### src/mss_defines.vh
`ifndef MSS_DEFINES_VH
`define MSS_DEFINES_VH

// clocking
`define MSS_CORE_CLK_HZ        40000000
`define MSS_SND_CLK_HZ         32768
`define MSS_SND_DIV_COUNT      (`MSS_CORE_CLK_HZ / `MSS_SND_CLK_HZ)
// sound clocks per thirty-second note for each tempo step
`define MSS_TEMPO_UNIT_TICKS   64

// register byte offsets
`define MSS_OFS_CONTROL        12'h000
`define MSS_OFS_SELECT         12'h004
`define MSS_OFS_BUFFER         12'h008
`define MSS_OFS_FLAGS          12'h00c
`define MSS_OFS_ENABLE         12'h010

// control fields
`define MSS_CTL_STOP_BIT       0
// select fields
`define MSS_SEL_MODE_LSB       0
`define MSS_SEL_MODE_MSB       1
`define MSS_SEL_TIME_LSB       4
`define MSS_SEL_TIME_MSB       7
`define MSS_MODE_MELODY        2'h2
// buffer word fields
`define MSS_BUF_PITCH_LSB      0
`define MSS_BUF_PITCH_MSB      7
`define MSS_BUF_DUR_LSB        8
`define MSS_BUF_DUR_MSB        13
`define MSS_BUF_REST_BIT       14
`define MSS_BUF_TIE_BIT        15
// flag fields
`define MSS_FLG_EMPTY_BIT      0
`define MSS_FLG_DONE_BIT       1
`define MSS_FLG_BUSY_BIT       2

// reset values
`define MSS_RST_SELECT         6'h00
`define MSS_RST_BUFFER         16'h0000
`define MSS_RST_ENABLE         2'h0
`define MSS_RST_EMPTY          1'b1

`endif

### src/mss_tone_gen.v
`timescale 1ns/1ps
`include "mss_defines.vh"

module mss_tone_gen (
    core_clk,
    reset,
    snd_tick,
    tone_on,
    restart,
    pitch_code,
    tone_out_r
);
    input  wire       core_clk;    // system clock
    input  wire       reset;       // synchronous, high
    input  wire       snd_tick;    // one pulse per sound clock
    input  wire       tone_on;     // tone wanted now
    input  wire       restart;     // phase restart at note start
    input  wire [7:0] pitch_code;  // period minus one, in sound clocks
    output reg        tone_out_r;  // square wave, low when off

    reg  [7:0] phase_r;            // position in current period
    wire [8:0] period;             // pitch code plus one
    wire [7:0] half;               // high part of the period

    assign period = {1'b0, pitch_code} + 9'h001;
    assign half   = period[8:1];

    // period counter, one full cycle every pitch+1 sound clocks
    always @(posedge core_clk) begin
        if (reset || restart) begin
            phase_r <= 8'h00;
        end else if (snd_tick) begin
            if (phase_r >= pitch_code) begin
                phase_r <= 8'h00;
            end else begin
                phase_r <= phase_r + 8'h01;
            end
        end
    end

    // output level; steady low while silent
    always @(posedge core_clk) begin
        if (reset || !tone_on) begin
            tone_out_r <= 1'b0;
        end else begin
            tone_out_r <= (phase_r < half);
        end
    end
endmodule // mss_tone_gen

### src/mss_melody_seq.v
// Local design decisions: the APB interface to the registers and the address map.
`timescale 1ns/1ps
`include "mss_defines.vh"

module mss_melody_seq (
    core_clk,
    reset,
    psel,
    penable,
    pwrite,
    paddr,
    pwdata,
    prdata,
    pready,
    pslverr,
    irq,
    buzzer_out
);
    input  wire        core_clk;    // 40 MHz system clock
    input  wire        reset;       // synchronous, active high
    input  wire        psel;        // apb select
    input  wire        penable;     // apb access phase
    input  wire        pwrite;      // apb direction
    input  wire [11:0] paddr;       // apb byte address
    input  wire [31:0] pwdata;      // apb write data
    output reg  [31:0] prdata;      // apb read data
    output reg         pready;      // apb ready
    output reg         pslverr;     // apb error on unmapped address
    output reg         irq;         // level interrupt
    output wire        buzzer_out;  // sound pin

    localparam integer DIV_LAST_I  = `MSS_SND_DIV_COUNT - 1;  // divider end, full width
    localparam integer TEMPO_MUL_I = `MSS_TEMPO_UNIT_TICKS;   // tempo base, full width
    localparam [10:0]  DIV_LAST    = DIV_LAST_I[10:0];        // 1219 fits eleven bits
    localparam [6:0]   TEMPO_MUL   = TEMPO_MUL_I[6:0];        // 64 fits seven bits

    // address decode, shared by error response and write strobes
    function is_mapped;
        input [11:0] a;
        begin
            is_mapped = (a == `MSS_OFS_CONTROL) || (a == `MSS_OFS_SELECT) ||
                        (a == `MSS_OFS_BUFFER)  || (a == `MSS_OFS_FLAGS)  ||
                        (a == `MSS_OFS_ENABLE);
        end
    endfunction

    // note length in thirty-second units; every code is valid and gives code plus one units
    function [6:0] note_units;
        input [5:0] code;
        begin
            note_units = {1'b0, code} + 7'h01;
        end
    endfunction

    // register state
    reg  [5:0]  select_r;       // mode [1:0], tempo [5:2]
    reg  [15:0] buffer_r;       // pending note word
    reg         buf_full_r;     // pending word not yet taken
    reg  [15:0] active_r;       // note word now playing
    reg         empty_flag_r;   // buffer empty flag
    reg         done_flag_r;    // output completion flag
    reg         busy_r;         // output busy flag
    reg  [1:0]  enable_r;       // interrupt enables
    // timing state
    reg  [10:0] div_r;          // core to sound clock divider
    reg         snd_tick_r;     // one pulse per sound clock
    reg  [10:0] unit_cnt_r;     // sound clocks left in this unit
    reg  [6:0]  note_cnt_r;     // units left in this note
    reg         restart_r;      // tone phase restart pulse

    wire        wr_access;      // write completes this edge
    wire        setup;          // setup cycle of any transfer
    wire        wr_ctl;         // control write
    wire        wr_sel;         // select write
    wire        wr_buf;         // buffer write
    wire        wr_flg;         // flags write
    wire        wr_en;          // enable write
    wire        melody_mode;    // melody selected
    wire        stop_req;       // software stop
    wire        first_load;     // idle start with a waiting word
    wire        note_end;       // current note just ran out
    wire        trigger;        // internal tempo trigger
    wire        load_word;      // trigger with word waiting
    wire        finish;         // trigger with no word
    wire [10:0] unit_len;       // sound clocks per unit, minus one
    wire        tone_on;        // tone sounding now
    wire [31:0] rd_mux;         // read data before flop

    assign setup       = psel && !penable;
    assign wr_access   = psel && penable && pready && pwrite && is_mapped(paddr);
    assign wr_ctl      = wr_access && (paddr == `MSS_OFS_CONTROL);
    assign wr_sel      = wr_access && (paddr == `MSS_OFS_SELECT);
    assign wr_buf      = wr_access && (paddr == `MSS_OFS_BUFFER);
    assign wr_flg      = wr_access && (paddr == `MSS_OFS_FLAGS);
    assign wr_en       = wr_access && (paddr == `MSS_OFS_ENABLE);
    assign melody_mode = (select_r[1:0] == `MSS_MODE_MELODY);
    assign stop_req    = wr_ctl && pwdata[`MSS_CTL_STOP_BIT];

    // tempo: each time step adds 64 sound clocks per unit; max 1023 fits
    assign unit_len    = {1'b0, select_r[5:2], 6'h00} + {4'h0, TEMPO_MUL} - 11'h001;
    // triggers: start at the next sound clock when idle, else at end of each note
    assign first_load  = snd_tick_r && melody_mode && !busy_r && buf_full_r;
    assign note_end    = snd_tick_r && busy_r && (unit_cnt_r == 11'h000) &&
                         (note_cnt_r == 7'h01);
    assign trigger     = first_load || note_end;
    assign load_word   = trigger && buf_full_r;
    assign finish      = note_end && !buf_full_r;
    assign tone_on     = busy_r && !active_r[`MSS_BUF_REST_BIT];

    // sound clock enable from the core clock
    always @(posedge core_clk) begin
        if (reset) begin
            div_r      <= 11'h000;
            snd_tick_r <= 1'b0;
        end else if (div_r == DIV_LAST) begin
            div_r      <= 11'h000;
            snd_tick_r <= 1'b1;
        end else begin
            div_r      <= div_r + 11'h001;
            snd_tick_r <= 1'b0;
        end
    end

    // control registers written by software
    always @(posedge core_clk) begin
        if (reset) begin
            select_r <= `MSS_RST_SELECT;
            enable_r <= `MSS_RST_ENABLE;
        end else begin
            if (wr_sel) begin
                select_r <= {pwdata[`MSS_SEL_TIME_MSB:`MSS_SEL_TIME_LSB],
                             pwdata[`MSS_SEL_MODE_MSB:`MSS_SEL_MODE_LSB]};
            end
            if (wr_en) begin
                enable_r <= pwdata[1:0];
            end
        end
    end

    // one-entry sound buffer; a write in the trigger cycle refills it
    always @(posedge core_clk) begin
        if (reset) begin
            buffer_r   <= `MSS_RST_BUFFER;
            buf_full_r <= 1'b0;
        end else if (wr_buf) begin
            buffer_r   <= pwdata[15:0];
            buf_full_r <= 1'b1;
        end else if (load_word || stop_req) begin
            buf_full_r <= 1'b0;
        end
    end

    // active sound register and note timing
    always @(posedge core_clk) begin
        if (reset) begin
            active_r   <= `MSS_RST_BUFFER;
            busy_r     <= 1'b0;
            unit_cnt_r <= 11'h000;
            note_cnt_r <= 7'h00;
            restart_r  <= 1'b0;
        end else begin
            restart_r <= 1'b0;
            if (stop_req || (busy_r && !melody_mode)) begin
                // stop cuts the note at once and drops any waiting word
                busy_r <= 1'b0;
            end else if (load_word) begin
                active_r   <= buffer_r;
                busy_r     <= 1'b1;
                unit_cnt_r <= unit_len;
                note_cnt_r <= note_units(buffer_r[`MSS_BUF_DUR_MSB:`MSS_BUF_DUR_LSB]);
                // a tied note keeps the running phase, no retrigger
                restart_r  <= !(buffer_r[`MSS_BUF_TIE_BIT] && busy_r);
            end else if (finish) begin
                busy_r <= 1'b0;
            end else if (snd_tick_r && busy_r) begin
                if (unit_cnt_r == 11'h000) begin
                    unit_cnt_r <= unit_len;
                    note_cnt_r <= note_cnt_r - 7'h01;
                end else begin
                    unit_cnt_r <= unit_cnt_r - 11'h001;
                end
            end
        end
    end

    // sticky flags; hardware set beats a flags-register clear, but a buffer write beats the empty set
    always @(posedge core_clk) begin
        if (reset) begin
            empty_flag_r <= `MSS_RST_EMPTY;
            done_flag_r  <= 1'b0;
        end else begin
            if (wr_buf) begin
                empty_flag_r <= 1'b0;
            end else if (load_word || stop_req) begin
                empty_flag_r <= 1'b1;
            end else if (wr_flg && pwdata[`MSS_FLG_EMPTY_BIT]) begin
                empty_flag_r <= 1'b0;
            end
            if (finish) begin
                done_flag_r <= 1'b1;
            end else if (wr_buf || (wr_flg && pwdata[`MSS_FLG_DONE_BIT])) begin
                done_flag_r <= 1'b0;
            end
        end
    end

    // interrupt: flag and its enable
    always @(posedge core_clk) begin
        if (reset) begin
            irq <= 1'b0;
        end else begin
            irq <= (empty_flag_r && enable_r[0]) || (done_flag_r && enable_r[1]);
        end
    end

    // read mux; reserved bits read zero
    assign rd_mux = (paddr == `MSS_OFS_SELECT) ? {24'h0, select_r[5:2], 2'h0, select_r[1:0]} :
                    (paddr == `MSS_OFS_BUFFER) ? {16'h0, buffer_r} :
                    (paddr == `MSS_OFS_FLAGS)  ? {29'h0, busy_r, done_flag_r, empty_flag_r} :
                    (paddr == `MSS_OFS_ENABLE) ? {30'h0, enable_r} :
                    32'h0;

    // apb slave: ready rises for the access phase, no wait states
    always @(posedge core_clk) begin
        if (reset) begin
            pready  <= 1'b0;
            pslverr <= 1'b0;
            prdata  <= 32'h0;
        end else if (setup) begin
            pready  <= 1'b1;
            pslverr <= !is_mapped(paddr);
            prdata  <= pwrite ? 32'h0 : rd_mux;
        end else begin
            pready  <= 1'b0;
            pslverr <= 1'b0;
        end
    end

    // tone generator drives the pin from its own flop
    mss_tone_gen u_tone (
        .core_clk   (core_clk),
        .reset      (reset),
        .snd_tick   (snd_tick_r),
        .tone_on    (tone_on),
        .restart    (restart_r),
        .pitch_code (active_r[`MSS_BUF_PITCH_MSB:`MSS_BUF_PITCH_LSB]),
        .tone_out_r (buzzer_out)
    );
endmodule // mss_melody_seq

### config.mk
export PLATFORM = sky130hd
export DESIGN_NAME = mss_melody_seq
export DESIGN_NICKNAME = d
export VERILOG_FILES = /design/src/mss_tone_gen.v /design/src/mss_melody_seq.v
export VERILOG_INCLUDE_DIRS = /design/src
export SDC_FILE = /design/constraint.sdc
export NUM_CORES = 1
export LEC_CHECK = 0
export BUFFER_PORTS_ARGS = -buffer_cell sky130_fd_sc_hd__buf_2
export CAP_MARGIN = 15
export CELL_PAD_IN_SITES_DETAIL_PLACEMENT = 0
export CELL_PAD_IN_SITES_GLOBAL_PLACEMENT = 1
export CORE_ASPECT_RATIO = 1.25
export CORE_MARGIN = 3
export CORE_UTILIZATION = 35
export CTS_CLUSTER_DIAMETER = 120
export DETAILED_ROUTE_END_ITERATION = 7
export HOLD_SLACK_MARGIN = 0.08
export PLACE_DENSITY_LB_ADDON = 0.1
export SLEW_MARGIN = 25
export SYNTH_ARGS = -nofsm -noshare
export SYNTH_HDL_FRONTEND = slang
export SYNTH_SLANG_ARGS = --single-unit
### constraint.sdc
create_clock -name core_clk -period 3.15 [get_ports core_clk]
set_input_delay 0.63 -clock core_clk [delete_from_list [all_inputs] [get_ports core_clk]]
set_output_delay 0.63 -clock core_clk [all_outputs]
set_load 0.1 [all_outputs]
Word level (Yosys, flattened, before mapping)

Cells that the tools add are included.
Widths: inputs -> output; s select.

Flip-flop bits (word level): 118
Bits of input ports: 49
Output and inout bits: 36
Logic and storage cells: 125

Mux-type cells: 25
Reduce and logical (&&, ||, !) cells: 60
Equality and inequality tests: 8
Magnitude comparators: 2
Add/subtract/negate cells: 8
Bitwise operators: 3

Operators with widths:

| kind                  | number |
|---|---|
| $mux 16               | 3 |
| $mux 11               | 4 |
| $mux 7                | 4 |
| $logic_and 1x1->1     | 26 |
| $eq 12x4->1 const B   | 2 |
| $sub 11x1->11 const B | 2 |
| $eq 12x3->1 const B   | 1 |
| $eq 12x5->1 const B   | 1 |
| $logic_not 12->1      | 1 |
| $add 10x7->11 const B | 1 |
| $add 11x1->11 const B | 1 |
| $eq 11x11->1 const B  | 1 |
| $logic_not 11->1      | 1 |
| $logic_or 1x1->1      | 11 |
| $mux 1                | 11 |
| $reduce_bool 2->1     | 5 |
| $add 8x1->9 const B   | 1 |
| $add 8x1->8 const B   | 1 |
| $ge 8x8->1            | 1 |
| $logic_not 1->1       | 8 |
| $lt 8x8->1            | 1 |
| $mux 8                | 1 |
| $add 6x1->7 const B   | 1 |
| $eq 7x1->1 const B    | 1 |
| other kinds (12)      | 16 |

Longest topological paths before layout

Gate-level depths: netlist (run 1).

Word-level depth: 11
Gate-level depth with buffers: 9
Gate-level depth less buffers: 8

Hierarchy

A second synthesis (run 1) with hierarchy kept.

Cell total of the unflattened synthesis: 590
Area total of the unflattened synthesis: 5002.3 um2

By module, submodules not included:

| module         | area each (um2) | cells an instance | seq. area each (um2) | times used |
|---|---|---|---|---|
| mss_melody_seq | 4170.2          | 490               | 1741.7               | 1 |
| mss_tone_gen   | 832.0           | 100               | 180.2                | 1 |

Worst setup path before layout (run 1)

Ideal clock, no wire load.

Path type: reg-to-reg
From: register pready
To: register buffer_r[3]
Arrival time: 2.393 ns
Slack: 0.687 ns
Path buffers: 3
Data required time: 3.080 ns
Library setup time: 0.070 ns
Stages on the path, launching flop included: 9
Period minus slack after synthesis: 2.463 ns
Cell sequence: dfxtp_1 -> and4_1 -> and4_1 -> clkbuf_1 -> and2_1 -> clkbuf_1 -> clkbuf_1 -> nand2_1 -> a21oi_1

Cells in the longest elaborated chain, start to end: 4

RTL lines:

| element                         | line                 | RTL |
|---|---|---|
| start, declared                 | mss_melody_seq.v:27  | `output reg pready;` |
| start signal, assigned          | mss_melody_seq.v:226 | `pready <= 1'b0;` |
| start signal, assigned          | mss_melody_seq.v:230 | `pready <= 1'b1;` |
| start signal, assigned          | mss_melody_seq.v:234 | `pready <= 1'b0;` |
| $logic_and 1x1->1 (3 in series) | mss_melody_seq.v:90  | `assign wr_access = psel && penable && pready && pwrite && is_mapped(paddr);` |
| $logic_and 1x1->1               | mss_melody_seq.v:93  | `` assign wr_buf = wr_access && (paddr == `MSS_OFS_BUFFER); `` |
| end signal, assigned            | mss_melody_seq.v:143 | `` buffer_r <= `MSS_RST_BUFFER; `` |
| end signal, assigned            | mss_melody_seq.v:146 | `buffer_r <= pwdata[15:0];` |
| end, declared                   | mss_melody_seq.v:57  | `reg [15:0] buffer_r;` |

Every way passes these cells.
A chain may end at the register's enable or synchronous reset.

Worst setup path after layout (run 1)

From: register unit_cnt_r[0]
To: register unit_cnt_r[3]

Cells in the longest elaborated chain, start to end: 7
Elaborated cells on any way between the ends: 14
Classes of those cells: add/sub (1); eq/ne (1); mux (4); reduce/logical (8)

RTL lines:

| element                                                               | line                 | RTL |
|---|---|---|
| start, declared                                                       | mss_melody_seq.v:67  | `reg [10:0] unit_cnt_r;` |
| start signal, assigned                                                | mss_melody_seq.v:169 | `unit_cnt_r <= unit_len;` |
| start signal, assigned                                                | mss_melody_seq.v:177 | `unit_cnt_r <= unit_len;` |
| start signal, assigned                                                | mss_melody_seq.v:180 | `unit_cnt_r <= unit_cnt_r - 11'h001;` |
| parallel branches: the longest is 7 deep, another holds $sub 11x1->11 | n/a                  |  |

Parallel ways; which one is timed is not known. The select of a mux whose other input is x is not followed.

==> results of run 1 <==
==> cells by family (layout without fill, tap and decap cells) <==
logic type      Yosys count  in the layout  synth area share, %
xor+xnor                 25             25                 4.44
flops                    96             96                 39.0
simple gates            237            237                 23.6
buf+inv                  58             91                 5.89
other cells               1             16               0.0761
mux                      11             11                 2.31
fa+ha+maj                23             23                 5.84
compound gates          145            145                 18.9
==> final timing paths <==
path | slack [ns] | startpoint | end | cells past startpoint
max | 0.49 | unit_cnt_r[0] | unit_cnt_r[3] | 8
min reg2reg | 0.46 | prdata[1] | prdata[1] | 2
max reg2reg | 0.49 | unit_cnt_r[0] | unit_cnt_r[3] | 8
min | 0.46 | prdata[1] | prdata[1] | 2
==> layer usage <==
layer / vias up / track usage, %
met5: - / 0
met4: 0 / 6.77
met3: 15 / 2.66
met2: 53 / 28.1
met1: 1998 / 20.8
li1: 2171 / -
==> flip-flops by register name, indices dropped and copies added (netlist names), 2 cells and up <==
| name | cells |
|---|---|
| active_r | 9 |
| buffer_r | 16 |
| unit_cnt_r | 11 |
| u_tone.phase_r | 8 |
| select_r | 6 |
| div_r | 11 |
| prdata | 16 |
| note_cnt_r | 7 |
| enable_r | 2 |
==> synthesized netlist by cell type, types with 3 or more instances <==
| master | instances | share of area (%) |
|---|---|---|
| a211oi_1 | 3 | 0.46 |
| a21o_1 | 3 | 0.46 |
| a21oi_1 | 51 | 5.2 |
| a22o_1 | 4 | 0.71 |
| a22oi_1 | 16 | 2.4 |
| a311oi_1 | 5 | 0.89 |
| a31oi_1 | 5 | 0.63 |
| a32o_1 | 3 | 0.61 |
| and3_1 | 8 | 1.0 |
| and4_1 | 3 | 0.53 |
| buf_2 | 4 | 0.41 |
| buf_4 | 16 | 2.4 |
| clkbuf_1 | 22 | 1.7 |
| dfxtp_1 | 96 | 39 |
| ha_1 | 23 | 5.8 |
| inv_1 | 14 | 1.1 |
| mux2_2 | 3 | 0.69 |
| mux2i_1 | 8 | 1.6 |
| nand2_1 | 74 | 5.6 |
| nand2b_1 | 7 | 0.89 |
| nand3_1 | 18 | 1.8 |
| nand3b_1 | 4 | 0.61 |
| nand4_1 | 4 | 0.51 |
| nor2_1 | 63 | 4.8 |
| nor2b_1 | 9 | 1.1 |
| nor3_1 | 21 | 2.1 |
| nor4_1 | 8 | 1.0 |
| o21a_1 | 3 | 0.46 |
| o21ai_0 | 27 | 2.7 |
| o21ai_1 | 4 | 0.41 |
| o22ai_1 | 3 | 0.38 |
| or3_1 | 3 | 0.38 |
| xnor2_1 | 13 | 2.3 |
| xor2_1 | 12 | 2.1 |
==> worst reg2reg max path, delay by kind of cell (launching register included) <==
family                     cells  cell delay [ns]
and+or+nand+nor                2             0.99
DFF                            1             0.34
buffers and inverters          1             0.10
adders and majority gates      1             0.15
AOI/OAI and AO/OA              4             1.00
==> final cells by class <==
class,instances,area share (%)
clock buffer,13,4.67
clock inverter,3,0.427
inverter,14,0.943
multi-input combinational,457,49.7
sequential,96,34.5
tap,171,3.84
timing repair buffer,61,5.88
==> power groups by stage <==
stage | sequential (mW) | combinational (mW) | clock [mW]
after floorplan | 1.26 | 0.138 | 0
after global placement | 1.25 | 0.167 | 0
after detailed placement | 1.25 | 0.168 | 0
after CTS | 1.22 | 0.168 | 1.09
after global routing | 1.22 | 0.178 | 1.14
final | 1.22 | 0.168 | 1.05
==> metrics, run 1 <==
status complete, no violations; DRT antenna net count 0; vias 4237; RSZ-0062 raised after global routing false; # port buffers 52; Die Wd approximately 110 µm; register bit total from synthesis 96; later-pin clock latency in the skew report between 0.3 and 0.4 ns; Power per Cell Area 438 nW/µm²; CTS tree built; Met3 Wirelength 371 µm; Reg clk slew, reported paths roughly 0.070 ns; Area growth syn-to-layout 13.1%; DRT Pass-1 Iters 4; Critical-path top delay cell or4b_1; Cells after Synth 596; required time of the critical path 3.40 ns; Layout Skew roughly 0.011 ns; Tcrit/Tclk final 84.3%; Vias/cell 5.20; Placed Cells between 700 and 800; DP Wirelength about 9300 µm; max incr delay on CP 0.54 ns; number of remaining DRC errors 0; final core occ 41.2%; Buf/Inv on CP 1; setup TNS 0 ns; vias in the first global route about 4200; fillers approximately 1500; sw power 615 µW; most used flip-flop cell after synthesis dfxtp_1; Fmax 0.376 GHz; post-synthesis cell area 4930 µm²; Worst Path Class, Setup reg2reg; number of flops mapped to enable cells by yosys 0; ant diodes 0; Clock H-tree levels 3; Clk pwr share between 40% and 50%; Worst Path Max Fanout 12; worst vdd ir 0.260 mV; sequential area share after synthesis approximately two fifths; Post-CTS Setup Inserts 0; overall routing resource usage between 10% and 20%; Critical Path Source Type register; wire per inst around 15 µm; Power Internal 1.83 mW; register area 1920 µm²; register share of total power 50.0%; total power draw 2.44 mW; Rows 47; crit-path cells inv_1, ha_1, or4b_1, nor4_4, a31oi_4, a21oi_4, a21oi_1, a311oi_1; Hold Fails Final Rpt 0; met1 WL approximately 5500 µm; initial antenna violation count 0; Sink Count between 90 and 100; largest net degree at the start of global routing 39; share of layout cells above drive strength 1 14.1%; switching share of total power 25.2%; worst hold path type reg2reg; die footprint 15500 µm²; post-route cell area 5570 µm²; Max Root-Sink Buffers 2; Resized Gates After CTS 0; CTS Buf Count 9; Top Metal Used met4; CP top delay family simple AND/OR/NAND/NOR gates; worst slew pin tran 0.709 ns; most frequent cells in the layout dfxtp_1 (96), nand2_1 (74), nor2_1 (63), buf_2 (52), a21oi_1 (51); post-route minimum period 2.66 ns; Logic pwr share 6.9%; Post-DP Area 5290 µm²; # setup viols final 0; nets just over 700; CTS Hold Bufs 0; io pins 85; die height between 100 and 150 µm; core area about 14000 µm²; most common cell after layout, fill and taps aside dfxtp_1; Hold Slack roughly 0.46 ns; Synthesis Warnings 0; initial core utilization 36.4%; GRT Residual Overflow 0; leakage 2.08 nW; synthesized area per cell 8.27 µm²; fraction of registers with async set or reset after synthesis 0%; setup ws final 0.494 ns; Synth cell types 62; max_cap viols 0; Multi-input gate area 2770 µm²; Max Slew Vio Count 0; final wirelength around 12000 µm; Layout Cells excl Fill approximately 820; dpl ws 0.468 ns; WL met2 6350 µm; relative slew slack 52.6%; gpl congestion 0.784; arrival time worst endpoint 2.91 ns; initial drt markers between 150 and 200; endpoint class of the critical path register; Root Driver clkbuf_16; global-route wire length before repair 21100 µm
(Power assumes the default switching activity.)
==> run 2, diff against run 1 <==
- clock period: 3.15 -> 2.64 ns (I/O delays scaled with it)
==> metrics, run 2 (same netlist as run 1, synthesis figures left out) <==
die height 139 µm (unchanged); RSZ-0062 raised after global routing false; max_cap viols 0 (unchanged); relative slew slack 66.3% (+14 points); worst r2r src unit_cnt_r[0]; dpl ws 0.204 ns (-0.264 ns); status complete, no violations; Vias/cell 5.16 (-0.81%); initial drt markers 185 (-4.1%); largest net degree at the start of global routing 23 (-41%); die footprint 15500 µm² (unchanged); gpl congestion 0.794 (+1.2%); # port buffers 52 (unchanged); CTS tree built; fillers 1438 (-1.6%); Post-DP Area 5390 µm² (+2.0%); final wirelength 12500 µm (-0.19%); vias 4275 (+0.90%); share of layout cells above drive strength 1 16.1% (+2.0 points); most frequent cells in the layout dfxtp_1 (96), nand2_1 (74), nor2_1 (63), buf_2 (52), a21oi_1 (51); CTS Buf Count 9 (unchanged); worst vdd ir 0.315 mV (+21%); Worst Path Class, Setup reg2reg; met2 Track Usage GR 28.2% (+0.16 points); DP Wirelength 9470 µm (+2.1%); worst slew pin tran 0.501 ns (-0.207 ns); setup TNS 0 ns (unchanged); Fmax 0.409 GHz (+8.5%); endpoint class of the critical path register; GRT Residual Overflow 0 (unchanged); Area growth syn-to-layout 15.2%; wire per inst 15.0 µm (-1.9%); DRT Pass-1 Iters 4 (unchanged); Layout Skew 0.00719 ns (-0.00350 ns); nets 725 (+2.0%); setup ws final 0.192 ns (-0.301 ns); io pins 85 (unchanged); crit path from unit_cnt_r[0]; arrival time worst endpoint 2.70 ns (-0.21 ns); Tcrit/Tclk final 92.7% (+8.4 points); initial core utilization 36.4% (unchanged); DRT antenna net count 0 (unchanged); Resized Gates After CTS 0 (unchanged); # setup viols final 0 (unchanged); Critical Path Source Type register; Reg clk slew, reported paths 0.06 ns (about the same); GR peak layer met2; core area 13500 µm² (unchanged); final core occ 42.0% (+0.79 points); Power per Cell Area 513 nW/µm² (+17%); Clock H-tree levels 3 (unchanged); Rows 47 (unchanged); later-pin clock latency in the skew report 0.35 ns (about the same); worst hold path type in2reg; number of remaining DRC errors 0 (unchanged); Sink Count 96 (unchanged); met1 usage 19.9% (-0.92 points); Root Driver clkbuf_16; overall routing resource usage 16.2% (-0.33 points); most common cell after layout, fill and taps aside dfxtp_1; post-route minimum period 2.45 ns (-0.209 ns); HP Start pwdata[8]; Max Root-Sink Buffers 2 (unchanged); ant diodes 0 (unchanged); Post-CTS Setup Inserts 0 (unchanged); post-route cell area 5680 µm² (+1.9%); Max Slew Vio Count 0 (unchanged); Die Wd 112 µm (unchanged); CTS Hold Bufs 0 (unchanged); initial antenna violation count 0 (unchanged); Largest regs buffer_r (16), prdata (16); Hold Fails Final Rpt 0 (unchanged); GRT met3 Usage 2.49% (-0.17 points); global-route wire length before repair 20800 µm (-1.7%); required time of the critical path 2.89 ns (-0.51 ns); leakage 2.15 nW (+3.4%); Worst Path Max Fanout 6 (-6); vias in the first global route 4237 (+0.40%)
## run 2: changes by cell type in the layout (fill, tap and decap cells not counted)
cell / change
clkbuf_1: -1
buf_4: +14
inv_6: -1
clkinv_4: +1
clkinv_2: +1
## run 2: path summary, 6_finish.rpt
kind / to / slack [ns] / cells past startpoint
min: buffer_r[8] / 0.42 / 3
min reg2reg: prdata[1] / 0.45 / 2
max: unit_cnt_r[4] / 0.19 / 9
max reg2reg: unit_cnt_r[4] / 0.19 / 9
## run 2: layout make-up
type / instances / area [µm²] / area share, %
clock inverter: 4 / 28.8 / 0.507
tap: 171 / 214 / 3.77
sequential: 96 / 1920 / 33.8
inverter: 14 / 52.6 / 0.926
multi-input combinational: 457 / 2770 / 48.8
clock buffer: 12 / 256 / 4.52
timing repair buffer: 75 / 433 / 7.62
## run 2: worst max-delay path, cell delays in order, from the launching register on
cell	delay [ns]
dfxtp_1	0.33
inv_1	0.10
ha_1	0.15
or4b_1	0.51
nor4_4	0.32
buf_4	0.20
a21o_2	0.18
a21o_2	0.21
nor2_4	0.08
a311oi_1	0.27
## run 2: routing by layer
layer	routed length (µm)	vias up
met4	242	0
met5	0	-
met2	6340	53
met1	5560	2017
li1	-	2189
met3	321	16
## run 2: per-stage QoR
| stage | hold WS, ns | total power [mW] | cells |
|---|---|---|---|
| 4_1_cts | 0.408 | 2.95 | 829 |
| 6_report | 0.422 | 2.91 | 829 |
| 3_5_place_dp | 0.441 | 1.69 | 813 |
| 5_1_grt | 0.416 | 3.03 | 829 |
| 2_1_floorplan | 0.430 | 1.66 | 611 |
| 3_3_place_gp | 0.442 | 1.69 | 813 |
## run 2: power breakdown
part / switching [mW] / internal, mW / total (mW)
clock network: 0.563 / 0.691 / 1.25
registers: 0.00410 / 1.45 / 1.46
logic: 0.167 / 0.0359 / 0.203
total: 0.734 / 2.18 / 2.91
